## config.mk

```make
export PLATFORM = sky130hd
export DESIGN_NAME = ilb_link_bonding_regs
export DESIGN_NICKNAME = d
export VERILOG_FILES = /design/src/core/ilb_pkg.sv /design/src/core/ilb_link_bonding_regs.sv /design/src/core/ilb_seq_search.sv /design/src/core/ilb_sticky_bits.sv
export SDC_FILE = /design/constraint.sdc
export NUM_CORES = 1
export LEC_CHECK = 0
export BUFFER_PORTS_ARGS = -buffer_cell sky130_fd_sc_hd__buf_2
export CAP_MARGIN = 20
export CORE_MARGIN = 1
export CORE_UTILIZATION = 52
export DETAILED_ROUTE_END_ITERATION = 10
export GPL_TIMING_DRIVEN = 0
export PLACE_DENSITY = 0.77
export RECOVER_POWER = 25
export SYNTH_ARGS = -nofsm -noshare
export SYNTH_HDL_FRONTEND = slang
export SYNTH_SLANG_ARGS = --single-unit
```

## constraint.sdc

```tcl
create_clock -name sys_clk -period 1.9 [get_ports sys_clk]
set_input_delay 0 -clock sys_clk [delete_from_list [all_inputs] [get_ports sys_clk]]
set_output_delay 0 -clock sys_clk [all_outputs]
set_load 0.01 [all_outputs]
```

## src/core/ilb_pkg.sv

```systemverilog
// ilb_pkg: constants shared by the link bonding status and control block
package ilb_pkg;
    // register offsets on the plain register port
    localparam logic [7:0] OFF_BOND_CONFIG        = 8'h16;
    localparam logic [7:0] OFF_BOND_COMMAND       = 8'h17;
    localparam logic [7:0] OFF_SYNC_LIVE          = 8'h18;
    localparam logic [7:0] OFF_SYNC_IRQ_EN        = 8'h19;
    localparam logic [7:0] OFF_SYNC_LATCHED       = 8'h1A;
    localparam logic [7:0] OFF_SKEW_MEASURE       = 8'h1B;
    localparam logic [7:0] OFF_SKEW_ERR_IRQ_EN    = 8'h1C;
    localparam logic [7:0] OFF_SKEW_ERR_LATCHED   = 8'h1D;
    localparam logic [7:0] OFF_FRAME_LOSS_IRQ_EN  = 8'h1E;
    localparam logic [7:0] OFF_FRAME_LOSS_LATCHED = 8'h1F;
    localparam logic [7:0] OFF_GLOBAL_IRQ_STATUS  = 8'h0D;

    // command codes
    localparam logic [7:0] CMD_LINK_START = 8'h82;
    localparam logic [7:0] CMD_NOP        = 8'hFF;
    localparam logic [7:0] CMD_RESET      = 8'hFF;

    // reset values
    localparam logic [7:0] RST_ZERO   = 8'h00;
    localparam logic [7:0] RST_CONFIG = 8'h00;

    // field positions
    localparam int FLD_SKEW_ERR     = 0;
    localparam int FLD_GLOBAL_IRQ   = 1;
    localparam int FLD_SEND_ENABLE  = 4;
    localparam int FLD_PART_LSB     = 0;
    localparam int FLD_FAR_LSB      = 4;

    // sequence search: consecutive sequence numbers needed
    localparam logic [1:0] SEQ_RUN_NEEDED = 2'h3;

    // differential delay scale: one measure count per 0.25 ms
    localparam real SKEW_LIMIT_MS   = 7.75;
    localparam real SKEW_MAX_MS     = 64.0;
    localparam real SKEW_LSB_MS     = 0.25;
    localparam logic [7:0] SKEW_LIMIT_CNT = 8'(int'(SKEW_LIMIT_MS / SKEW_LSB_MS));
endpackage

```

## src/core/ilb_link_bonding_regs.sv

```systemverilog
// ilb_link_bonding_regs: command, sync, skew and frame loss registers
`timescale 1ns/1ps

// Operation
// link-start command signals the distant end
// search for three consecutive sequence numbers
// no-operation code does nothing
// other command codes are ignored
// software writes link-start, then may no-op
// far sync bits follow peer receive sync
// local sync bits follow local receiver sync
// latched copy of each sync bit
// sync enables gate latched sync bits
// 8-bit differential delay measure, 64 ms
// latch skew error above 7.75 ms
// skew error enable gates latched error
// frame loss enables gate latched bits
// frame loss latched on far/local loss
// software stops sending, repeats link start
// participation bits select bonded links
// global status shows any enabled event
// latched bits hold until software clears
// latched and enable registers reset zero
module ilb_link_bonding_regs (
    input  wire logic        sys_clk,        // system clock, 250 MHz
    input  wire logic        rst_b,          // sync reset, active low
    // register port
    input  wire logic [7:0]  regAddr,        // register offset
    input  wire logic [7:0]  regWrData,      // write data
    input  wire logic        regWrStb,       // write strobe
    input  wire logic        regRdStb,       // read strobe
    output logic      [7:0]  regRdData,      // read data, cycle after strobe
    // peer side
    output logic             linkStartTx,    // pulse: send link-start to peer
    input  wire logic        peerLinkStart,  // pulse: link-start from peer
    input  wire logic [3:0]  peerRxSync,     // peer reports receive sync
    input  wire logic [3:0]  farFrameLoss,   // distant end out of frame
    input  wire logic [3:0]  localFrameLoss, // local receiver out of frame
    input  wire logic [3:0]  seqValid,       // sequence number strobe per portion
    input  wire logic [31:0] seqNum,         // sequence numbers, 8 bits a portion
    input  wire logic [7:0]  skewMeasure,    // measured delay, 0.25 ms steps
    // datapath control
    output logic      [3:0]  linkParticipate,// links taking part in bonding
    output logic             sendEnable,     // transmit enable
    output logic      [3:0]  linkTxEnable,   // per-link bonded traffic gate
    output logic             bondGlobalIrq   // any enabled event present
);
    // ------------------------------------------------------------
    // register decode
    // ------------------------------------------------------------
    logic wrConfig;
    logic wrCommand;
    logic wrSyncIe;
    logic wrSyncLs;
    logic wrSkewIe;
    logic wrSkewLs;
    logic wrFlIe;
    logic wrFlLs;

    function automatic logic hit(input logic [7:0] a, input logic [7:0] off);
        hit = (a == off);
    endfunction

    assign wrConfig  = regWrStb && hit(regAddr, ilb_pkg::OFF_BOND_CONFIG);
    assign wrCommand = regWrStb && hit(regAddr, ilb_pkg::OFF_BOND_COMMAND);
    assign wrSyncIe  = regWrStb && hit(regAddr, ilb_pkg::OFF_SYNC_IRQ_EN);
    assign wrSyncLs  = regWrStb && hit(regAddr, ilb_pkg::OFF_SYNC_LATCHED);
    assign wrSkewIe  = regWrStb && hit(regAddr, ilb_pkg::OFF_SKEW_ERR_IRQ_EN);
    assign wrSkewLs  = regWrStb && hit(regAddr, ilb_pkg::OFF_SKEW_ERR_LATCHED);
    assign wrFlIe    = regWrStb && hit(regAddr, ilb_pkg::OFF_FRAME_LOSS_IRQ_EN);
    assign wrFlLs    = regWrStb && hit(regAddr, ilb_pkg::OFF_FRAME_LOSS_LATCHED);

    // ------------------------------------------------------------
    // command handling
    // ------------------------------------------------------------
    logic isLinkStart;
    logic linkStart_reg;
    logic [7:0] command_reg;

    // only the start code acts; no-op and any other value do nothing
    assign isLinkStart = wrCommand && (regWrData == ilb_pkg::CMD_LINK_START); // see R1

    // command byte reads back as last accepted code, all ones after reset
    always_ff @(posedge sys_clk) begin
        if (!rst_b) begin
            command_reg   <= ilb_pkg::CMD_RESET;
            linkStart_reg <= 1'b0;
        end else begin
            linkStart_reg <= isLinkStart;
            if (wrCommand && (regWrData == ilb_pkg::CMD_LINK_START ||
                              regWrData == ilb_pkg::CMD_NOP)) begin
                command_reg <= regWrData; // see R3
            end
        end
    end

    assign linkStartTx = linkStart_reg;

    // ------------------------------------------------------------
    // configuration and enables
    // ------------------------------------------------------------
    logic [7:0] config_reg;
    logic [7:0] syncIe_reg;
    logic [7:0] skewIe_reg;
    logic [7:0] flIe_reg;

    // enables reset to zero so no event reaches the global status
    always_ff @(posedge sys_clk) begin
        if (!rst_b) begin
            config_reg <= ilb_pkg::RST_CONFIG;
            syncIe_reg <= ilb_pkg::RST_ZERO;
            skewIe_reg <= ilb_pkg::RST_ZERO;
            flIe_reg   <= ilb_pkg::RST_ZERO;
        end else begin
            if (wrConfig) begin
                config_reg <= regWrData & 8'h1F;
            end
            if (wrSyncIe) begin
                syncIe_reg <= regWrData;
            end
            if (wrSkewIe) begin
                skewIe_reg <= regWrData & 8'h01;
            end
            if (wrFlIe) begin
                flIe_reg <= regWrData;
            end
        end
    end

    // a link not participating carries nothing, even with send enabled
    assign linkParticipate = config_reg[ilb_pkg::FLD_PART_LSB +: 4];
    assign sendEnable      = config_reg[ilb_pkg::FLD_SEND_ENABLE];
    assign linkTxEnable    = linkParticipate & {4{sendEnable}};

    // ------------------------------------------------------------
    // local sequence search, one per portion
    // ------------------------------------------------------------
    logic [3:0] localSync;

    // a local link-start also rearms so both ends search together
    genvar gi;
    generate
        for (gi = 0; gi < 4; gi++) begin : g_search
            ilb_seq_search u_search (
                .sys_clk   (sys_clk),
                .rst_b     (rst_b),
                .arm       ((peerLinkStart || isLinkStart) && linkParticipate[gi]),
                .seqValid  (seqValid[gi]),
                .seqNum    (seqNum[gi*8 +: 8]),
                .frameLoss (localFrameLoss[gi]),
                .inSync    (localSync[gi])
            );
        end
    endgenerate

    // ------------------------------------------------------------
    // live and latched status
    // ------------------------------------------------------------
    logic [7:0] syncLive;
    logic [7:0] syncLatched;
    logic [7:0] flLatched;
    logic [7:0] skewLatched;
    logic [7:0] skew_reg;
    logic       skewOver;

    // far sync in the high nibble, local sync in the low nibble
    assign syncLive = {peerRxSync, localSync}; // see R6

    // delay counts above the 7.75 ms limit raise the error
    assign skewOver = (skew_reg > ilb_pkg::SKEW_LIMIT_CNT);

    // measure is registered; full scale 255 counts covers 63.75 ms
    always_ff @(posedge sys_clk) begin
        if (!rst_b) begin
            skew_reg <= ilb_pkg::RST_ZERO;
        end else begin
            skew_reg <= skewMeasure;
        end
    end

    // latched bits: write one to clear, set wins over clear
    ilb_sticky_bits u_sync_ls (
        .sys_clk  (sys_clk),
        .rst_b    (rst_b),
        .setEvent (syncLive),
        .clrMask  (wrSyncLs ? regWrData : 8'h00),
        .latched  (syncLatched)
    );

    ilb_sticky_bits u_fl_ls (
        .sys_clk  (sys_clk),
        .rst_b    (rst_b),
        .setEvent ({farFrameLoss, localFrameLoss}),
        .clrMask  (wrFlLs ? regWrData : 8'h00),
        .latched  (flLatched)
    );

    ilb_sticky_bits u_skew_ls (
        .sys_clk  (sys_clk),
        .rst_b    (rst_b),
        .setEvent ({7'h00, skewOver}),
        .clrMask  (wrSkewLs ? regWrData : 8'h00),
        .latched  (skewLatched)
    );

    // ------------------------------------------------------------
    // global status
    // ------------------------------------------------------------
    logic syncEvt;
    logic skewEvt;
    logic flEvt;
    logic globalIrq_reg;

    assign syncEvt = |(syncLatched & syncIe_reg);
    assign skewEvt = skewLatched[ilb_pkg::FLD_SKEW_ERR] & skewIe_reg[ilb_pkg::FLD_SKEW_ERR];
    assign flEvt   = |(flLatched & flIe_reg);

    // registered so the output is clean of decode glitches
    always_ff @(posedge sys_clk) begin
        if (!rst_b) begin
            globalIrq_reg <= 1'b0;
        end else begin
            globalIrq_reg <= syncEvt | skewEvt | flEvt;
        end
    end

    assign bondGlobalIrq = globalIrq_reg;

    // ------------------------------------------------------------
    // read path
    // ------------------------------------------------------------
    logic [7:0] rdMux;
    logic [7:0] rdData_reg;

    // unmapped offsets read as zero
    always_comb begin
        unique case (regAddr)
            ilb_pkg::OFF_BOND_CONFIG:        rdMux = config_reg;
            ilb_pkg::OFF_BOND_COMMAND:       rdMux = command_reg;
            ilb_pkg::OFF_SYNC_LIVE:          rdMux = syncLive;
            ilb_pkg::OFF_SYNC_IRQ_EN:        rdMux = syncIe_reg;
            ilb_pkg::OFF_SYNC_LATCHED:       rdMux = syncLatched;
            ilb_pkg::OFF_SKEW_MEASURE:       rdMux = skew_reg;
            ilb_pkg::OFF_SKEW_ERR_IRQ_EN:    rdMux = skewIe_reg;
            ilb_pkg::OFF_SKEW_ERR_LATCHED:   rdMux = skewLatched;
            ilb_pkg::OFF_FRAME_LOSS_IRQ_EN:  rdMux = flIe_reg;
            ilb_pkg::OFF_FRAME_LOSS_LATCHED: rdMux = flLatched;
            ilb_pkg::OFF_GLOBAL_IRQ_STATUS:  rdMux = {6'h00, globalIrq_reg, 1'b0};
            default:                         rdMux = 8'h00;
        endcase
    end

    // data stands only in the cycle after the strobe, zero otherwise
    always_ff @(posedge sys_clk) begin
        if (!rst_b) begin
            rdData_reg <= 8'h00;
        end else begin
            rdData_reg <= regRdStb ? rdMux : 8'h00;
        end
    end

    assign regRdData = rdData_reg;
endmodule // ilb_link_bonding_regs

```

## src/core/ilb_seq_search.sv

```systemverilog
// ilb_seq_search: per-portion search for consecutive sequence numbers
`timescale 1ns/1ps
module ilb_seq_search (
    input  wire logic       sys_clk,   // system clock
    input  wire logic       rst_b,     // sync reset, active low
    input  wire logic       arm,       // start searching (peer or local link-start)
    input  wire logic       seqValid,  // sequence number strobe
    input  wire logic [7:0] seqNum,    // received sequence number
    input  wire logic       frameLoss, // receiver out of frame
    output logic            inSync     // portion synchronised
);
    typedef enum logic [2:0] {
        ILB_IDLE   = 3'b001,
        ILB_SEARCH = 3'b010,
        ILB_SYNC   = 3'b100
    } ilb_search_e;

    ilb_search_e state_reg;
    ilb_search_e state_next;
    logic [1:0]  run_reg;
    logic [1:0]  run_next;
    logic [7:0]  last_reg;
    logic        follows;

    // a number follows if it is one past the last one seen
    assign follows = (seqNum == 8'(last_reg + 8'h01));

    // walk the run counter; any gap restarts the run at one
    always_comb begin
        state_next = state_reg;
        run_next   = run_reg;
        unique case (state_reg)
            ILB_IDLE: begin
                run_next = 2'h0;
                if (arm) begin
                    state_next = ILB_SEARCH;
                end
            end
            ILB_SEARCH: begin
                if (seqValid) begin
                    run_next = (follows && run_reg != 2'h0) ? 2'(run_reg + 2'h1) : 2'h1;
                    if (follows && run_reg == 2'(ilb_pkg::SEQ_RUN_NEEDED - 2'h1)) begin
                        state_next = ILB_SYNC;
                    end
                end
            end
            ILB_SYNC: begin
                if (frameLoss) begin
                    state_next = ILB_IDLE;
                end
            end
            default: begin
                state_next = ILB_IDLE;
            end
        endcase
        if (arm && state_reg != ILB_SEARCH) begin
            state_next = ILB_SEARCH;
            run_next   = 2'h0;
        end
    end

    always_ff @(posedge sys_clk) begin
        if (!rst_b) begin
            state_reg <= ILB_IDLE;
            run_reg   <= 2'h0;
            last_reg  <= 8'h00;
        end else begin
            state_reg <= state_next;
            run_reg   <= run_next;
            if (seqValid) begin
                last_reg <= seqNum;
            end
        end
    end

    assign inSync = (state_reg == ILB_SYNC);
endmodule // ilb_seq_search

```

## src/core/ilb_sticky_bits.sv

```systemverilog
// ilb_sticky_bits: eight latched status bits with set-over-clear
`timescale 1ns/1ps
module ilb_sticky_bits (
    input  wire logic       sys_clk,  // system clock
    input  wire logic       rst_b,    // sync reset, active low
    input  wire logic [7:0] setEvent, // one bit per source event
    input  wire logic [7:0] clrMask,  // software clear, per bit
    output logic      [7:0] latched   // latched status
);
    logic [7:0] latched_reg;
    logic [7:0] latched_next;

    // set wins over clear so a coincident event is never lost
    assign latched_next = (latched_reg & ~clrMask) | setEvent;

    // reset to zero so nothing is pending after reset
    always_ff @(posedge sys_clk) begin
        if (!rst_b) begin
            latched_reg <= ilb_pkg::RST_ZERO;
        end else begin
            latched_reg <= latched_next;
        end
    end

    assign latched = latched_reg;
endmodule // ilb_sticky_bits

```

==> results.sh <==
export IMPL_ys_flop_type="dfxtp_1"
export IMPL_startpoint_type="flip-flop"
export IMPL_drive_gt1_share_pct=18.1
export IMPL_tightest_slew_ps=800
export IMPL_syn_inst=721
export IMPL_synth_async_reset_ratio_pct=0
export IMPL_max_freq_mhz=534
export IMPL_ys_ff_latch=124
export IMPL_clock_path_buffers=2
export IMPL_path_buf_inv=0
export IMPL_syn_area_per_cell_sq_um=9.11
export IMPL_antenna_found_initial=0
export IMPL_outcome="complete, no violations"
export IMPL_p_sw_share_pct=24.6
export IMPL_cts_root_buf="clkbuf_16"
export IMPL_dpl_hpwl_um=13000
export IMPL_largest_reg_flops=32
export IMPL_power_switching_mw=1.66
export IMPL_final_cell_mix="dfxtp_1 (121), buf_2 (83), nor2b_1 (71)"
export IMPL_syn_area_sq_um=6570
export IMPL_ios=96
export IMPL_crit_chain="nand3_1, or4b_2, o21ai_2, o2111ai_2, and3_1"
export IMPL_die_area_sq_um=13100
export IMPL_cts_tree="yes"
export IMPL_dr_total_vias=6191
export IMPL_viasPerCell=5.78
export IMPL_initial_core_util_pct=54.0
export IMPL_worst_ir_drop_vdd_uv=611
export IMPL_cp_depth=5
export IMPL_worst_ep_arrival_time_ps=2190
export IMPL_design_core_area_sq_um=12200
export IMPL_yosysTopAreaCell="dfxtp_1"
export IMPL_required_ps=2220
export IMPL_final_common_cell="dfxtp_1"
export IMPL_synth_cell_types=72
export IMPL_crit_slowest_cell="or4b_2"
export IMPL_synth_edf_count=0
export IMPL_crit_path_start="g_search[0].u_search.last_reg[3]"
export IMPL_finalMaxSlewViolations=0
export IMPL_whs_ps=8.86
export IMPL_num_rows=40
export IMPL_crit_path_end_kind="flip-flop"
export IMPL_max_cap_violations=0
export IMPL_critPathMaxFanout=5
export IMPL_ys_seq_area_share_pct=37.8
export IMPL_h_tree_depth=4
export IMPL_diodes=0
export IMPL_skew_ps=8.04
export IMPL_min_period_ps=1870
export IMPL_grt_usage_pct=29.9
export IMPL_drt_iter0_markers=417
export IMPL_setup_tns_final_ps=0
export IMPL_routedWlPerCell_um=17.8
export IMPL_r2r_start="g_search[0].u_search.last_reg[3]"
export IMPL_dieWidth_um=114
export IMPL_seq_power_share_pct=40.7
export IMPL_yosys_top_cells_area="dfxtp_1 (38%), mux2i_1 (7.3%), nor2b_1 (6.9%), nand2_1 (3.6%), xnor2_1 (2.8%)"
export IMPL_area_delta_synth_final_pct=29.7
export IMPL_ys_warn_count=0
export IMPL_clock_sinks=124
export IMPL_combPwrFrac_pct=10.6
export IMPL_powerDensity_nw_per_um2=793
export IMPL_layout_cells_non_filler=1071
export IMPL_ant_nets=0
export IMPL_setup_viol=0
export IMPL_crit_type="reg -> reg"
export IMPL_synth_top_area_share_pct=37.8
export IMPL_rrSetupSlack_ps=30
export IMPL_cts_clk_slew_worst_paths_ps=60
export IMPL_cts_made_buffers=17
export IMPL_r2r_end="g_search[0].u_search.state_reg[1]"
export IMPL_dp_cells=978
export IMPL_grt_max_degree=17
export IMPL_finalCoreUtilization_pct=70.0
export IMPL_grt_pass1_wl_um=29800
export IMPL_grt_pass1_vias=6073
export IMPL_grt_remaining_overflow=0
export IMPL_hold_viol=0
export IMPL_io_buffers=89
export IMPL_cpLargestDelayFamily="simple AND/OR/NAND/NOR gates"
export IMPL_stdcell_area_sq_um=8520
export IMPL_rsz0062_at_grt="true"
export IMPL_dpl_cell_area_sq_um=7230
export IMPL_hold_path_class="in -> reg"
export IMPL_cp_slowest_stage_delay_ps=690
export IMPL_crit_path_end="g_search[0].u_search.state_reg[1]"
export IMPL_routed_wl_um=19000
export IMPL_drc_errors=0
export IMPL_insertion_delay_ps=430
export IMPL_min_period_over_period_pct=98.5
export IMPL_p_leak_nw=3.19
export IMPL_gp_congestion=0.939
export IMPL_fin_nets=979
export IMPL_power_share_clock_pct=48.6
export IMPL_p_int_mw=5.10
export IMPL_slew_headroom_pct=46.5
export IMPL_syn_num_nets=810
export IMPL_reg2reg_depth=5
export IMPL_first_pass_iters=8
export IMPL_fp_dieH_um=114
-- metrics by stage --
step / worst slack (ps) / power, mW
2_1_floorplan: 12.9 / 3.16
3_3_place_gp: -276 / 3.37
3_5_place_dp: -403 / 3.39
4_1_cts: 7.20 / 6.74
5_1_grt: -47.8 / 6.96
6_report: 28.3 / 6.76
-- timing repair --
| action | 4_1_cts | 5_1_grt |
|---|---|---|
| gates resized for setup | 7 | 16 |
| endpoints found under the setup margin | 4 | 24 |
| pin swaps | 2 | 5 |
| buffers inserted | 0 | 1 |
| hold endpoints to repair | 94 | 0 |
| hold buffers | 61 | 0 |
-- kinds of logic (layout without fill, tap and decap cells) --
family,after synthesis,in the layout,share of synthesized area [%]
xor gates and xnor gates,34,34,4.75
buffers and inverters,53,235,3.83
adders and majority gates,12,12,2.29
DFF,124,124,37.8
and+or+nand+nor,258,258,22.8
muxes,63,63,9.89
AOI/OAI and AO/OA,177,177,18.7
-- worst min-delay path: cells and delay by family --
kind / cells / cell delay (ps)
simple gates: 2 / 180
buf+inv: 1 / 150
compound gates: 1 / 60
-- synth_stat cells (all sizes together) (3+ instances only) --
master   number
o21a         11
nand4        11
mux2         15
nand3        13
and4b         3
nand2b        8
a32oi         4
xnor2        21
o2111ai       6
a22oi        20
mux2i        48
o211ai        4
nor4          4
xor2         12
o21ai        31
nor3          5
o31ai         3
nor2b        72
buf           7
inv          17
nand2        63
a221oi        8
a21oi        32
a31oi         4
and3         11
or3           7
o22ai         5
ha           12
nand3b        3
nor3b        12
clkbuf       29
nor2         16
o21bai        5
and2         17
dfxtp       124
a21boi       21
a211oi        5
or2           3
-- power by group through the flow --
stage / clock, mW / combinational [mW] / sequential [mW]
floorplan: 0 / 0.381 / 2.77
global placement: 0 / 0.571 / 2.80
detailed placement: 0 / 0.592 / 2.80
CTS: 3.30 / 0.702 / 2.75
global route: 3.42 / 0.778 / 2.76
finish: 3.29 / 0.719 / 2.75
-- worst min-delay path by stage --
stage / from / end / cells after the start
after floorplan: regWrData[1] / u_skew_ls.latched[1] / 1
after global placement: skewMeasure[1] / skew_reg[1] / 2
after detailed placement: skewMeasure[6] / skew_reg[6] / 2
after CTS: regWrData[4] / u_sync_ls.latched[4] / 4
after global routing: regWrData[4] / u_sync_ls.latched[4] / 4
final: regWrData[4] / u_sync_ls.latched[4] / 4
-- layout make-up --
| class | instances | area [sq um] |
|---|---|---|
| Clock buffer | 18 | 429 |
| Multi-Input combinational cell | 544 | 3930 |
| Inverter | 17 | 63.8 |
| Tap cell | 168 | 210 |
| Sequential cell | 124 | 2490 |
| Timing Repair Buffer | 151 | 1050 |
| Clock inverter | 14 | 171 |
| Fill cell | 937 | 3640 |
| Buffer | 35 | 174 |
-- metal layers --
metal  global-route usage [%]  up-vias  part of all wire (%)
li1                         -     2949                     -
met1                     36.5     2941                    43
met2                     50.1      257                    47
met3                     6.99       44                   7.0
met4                     13.6        0                   3.0
met5                        0        -                     0
No activity file was read; power rests on OpenSTA's default activity.
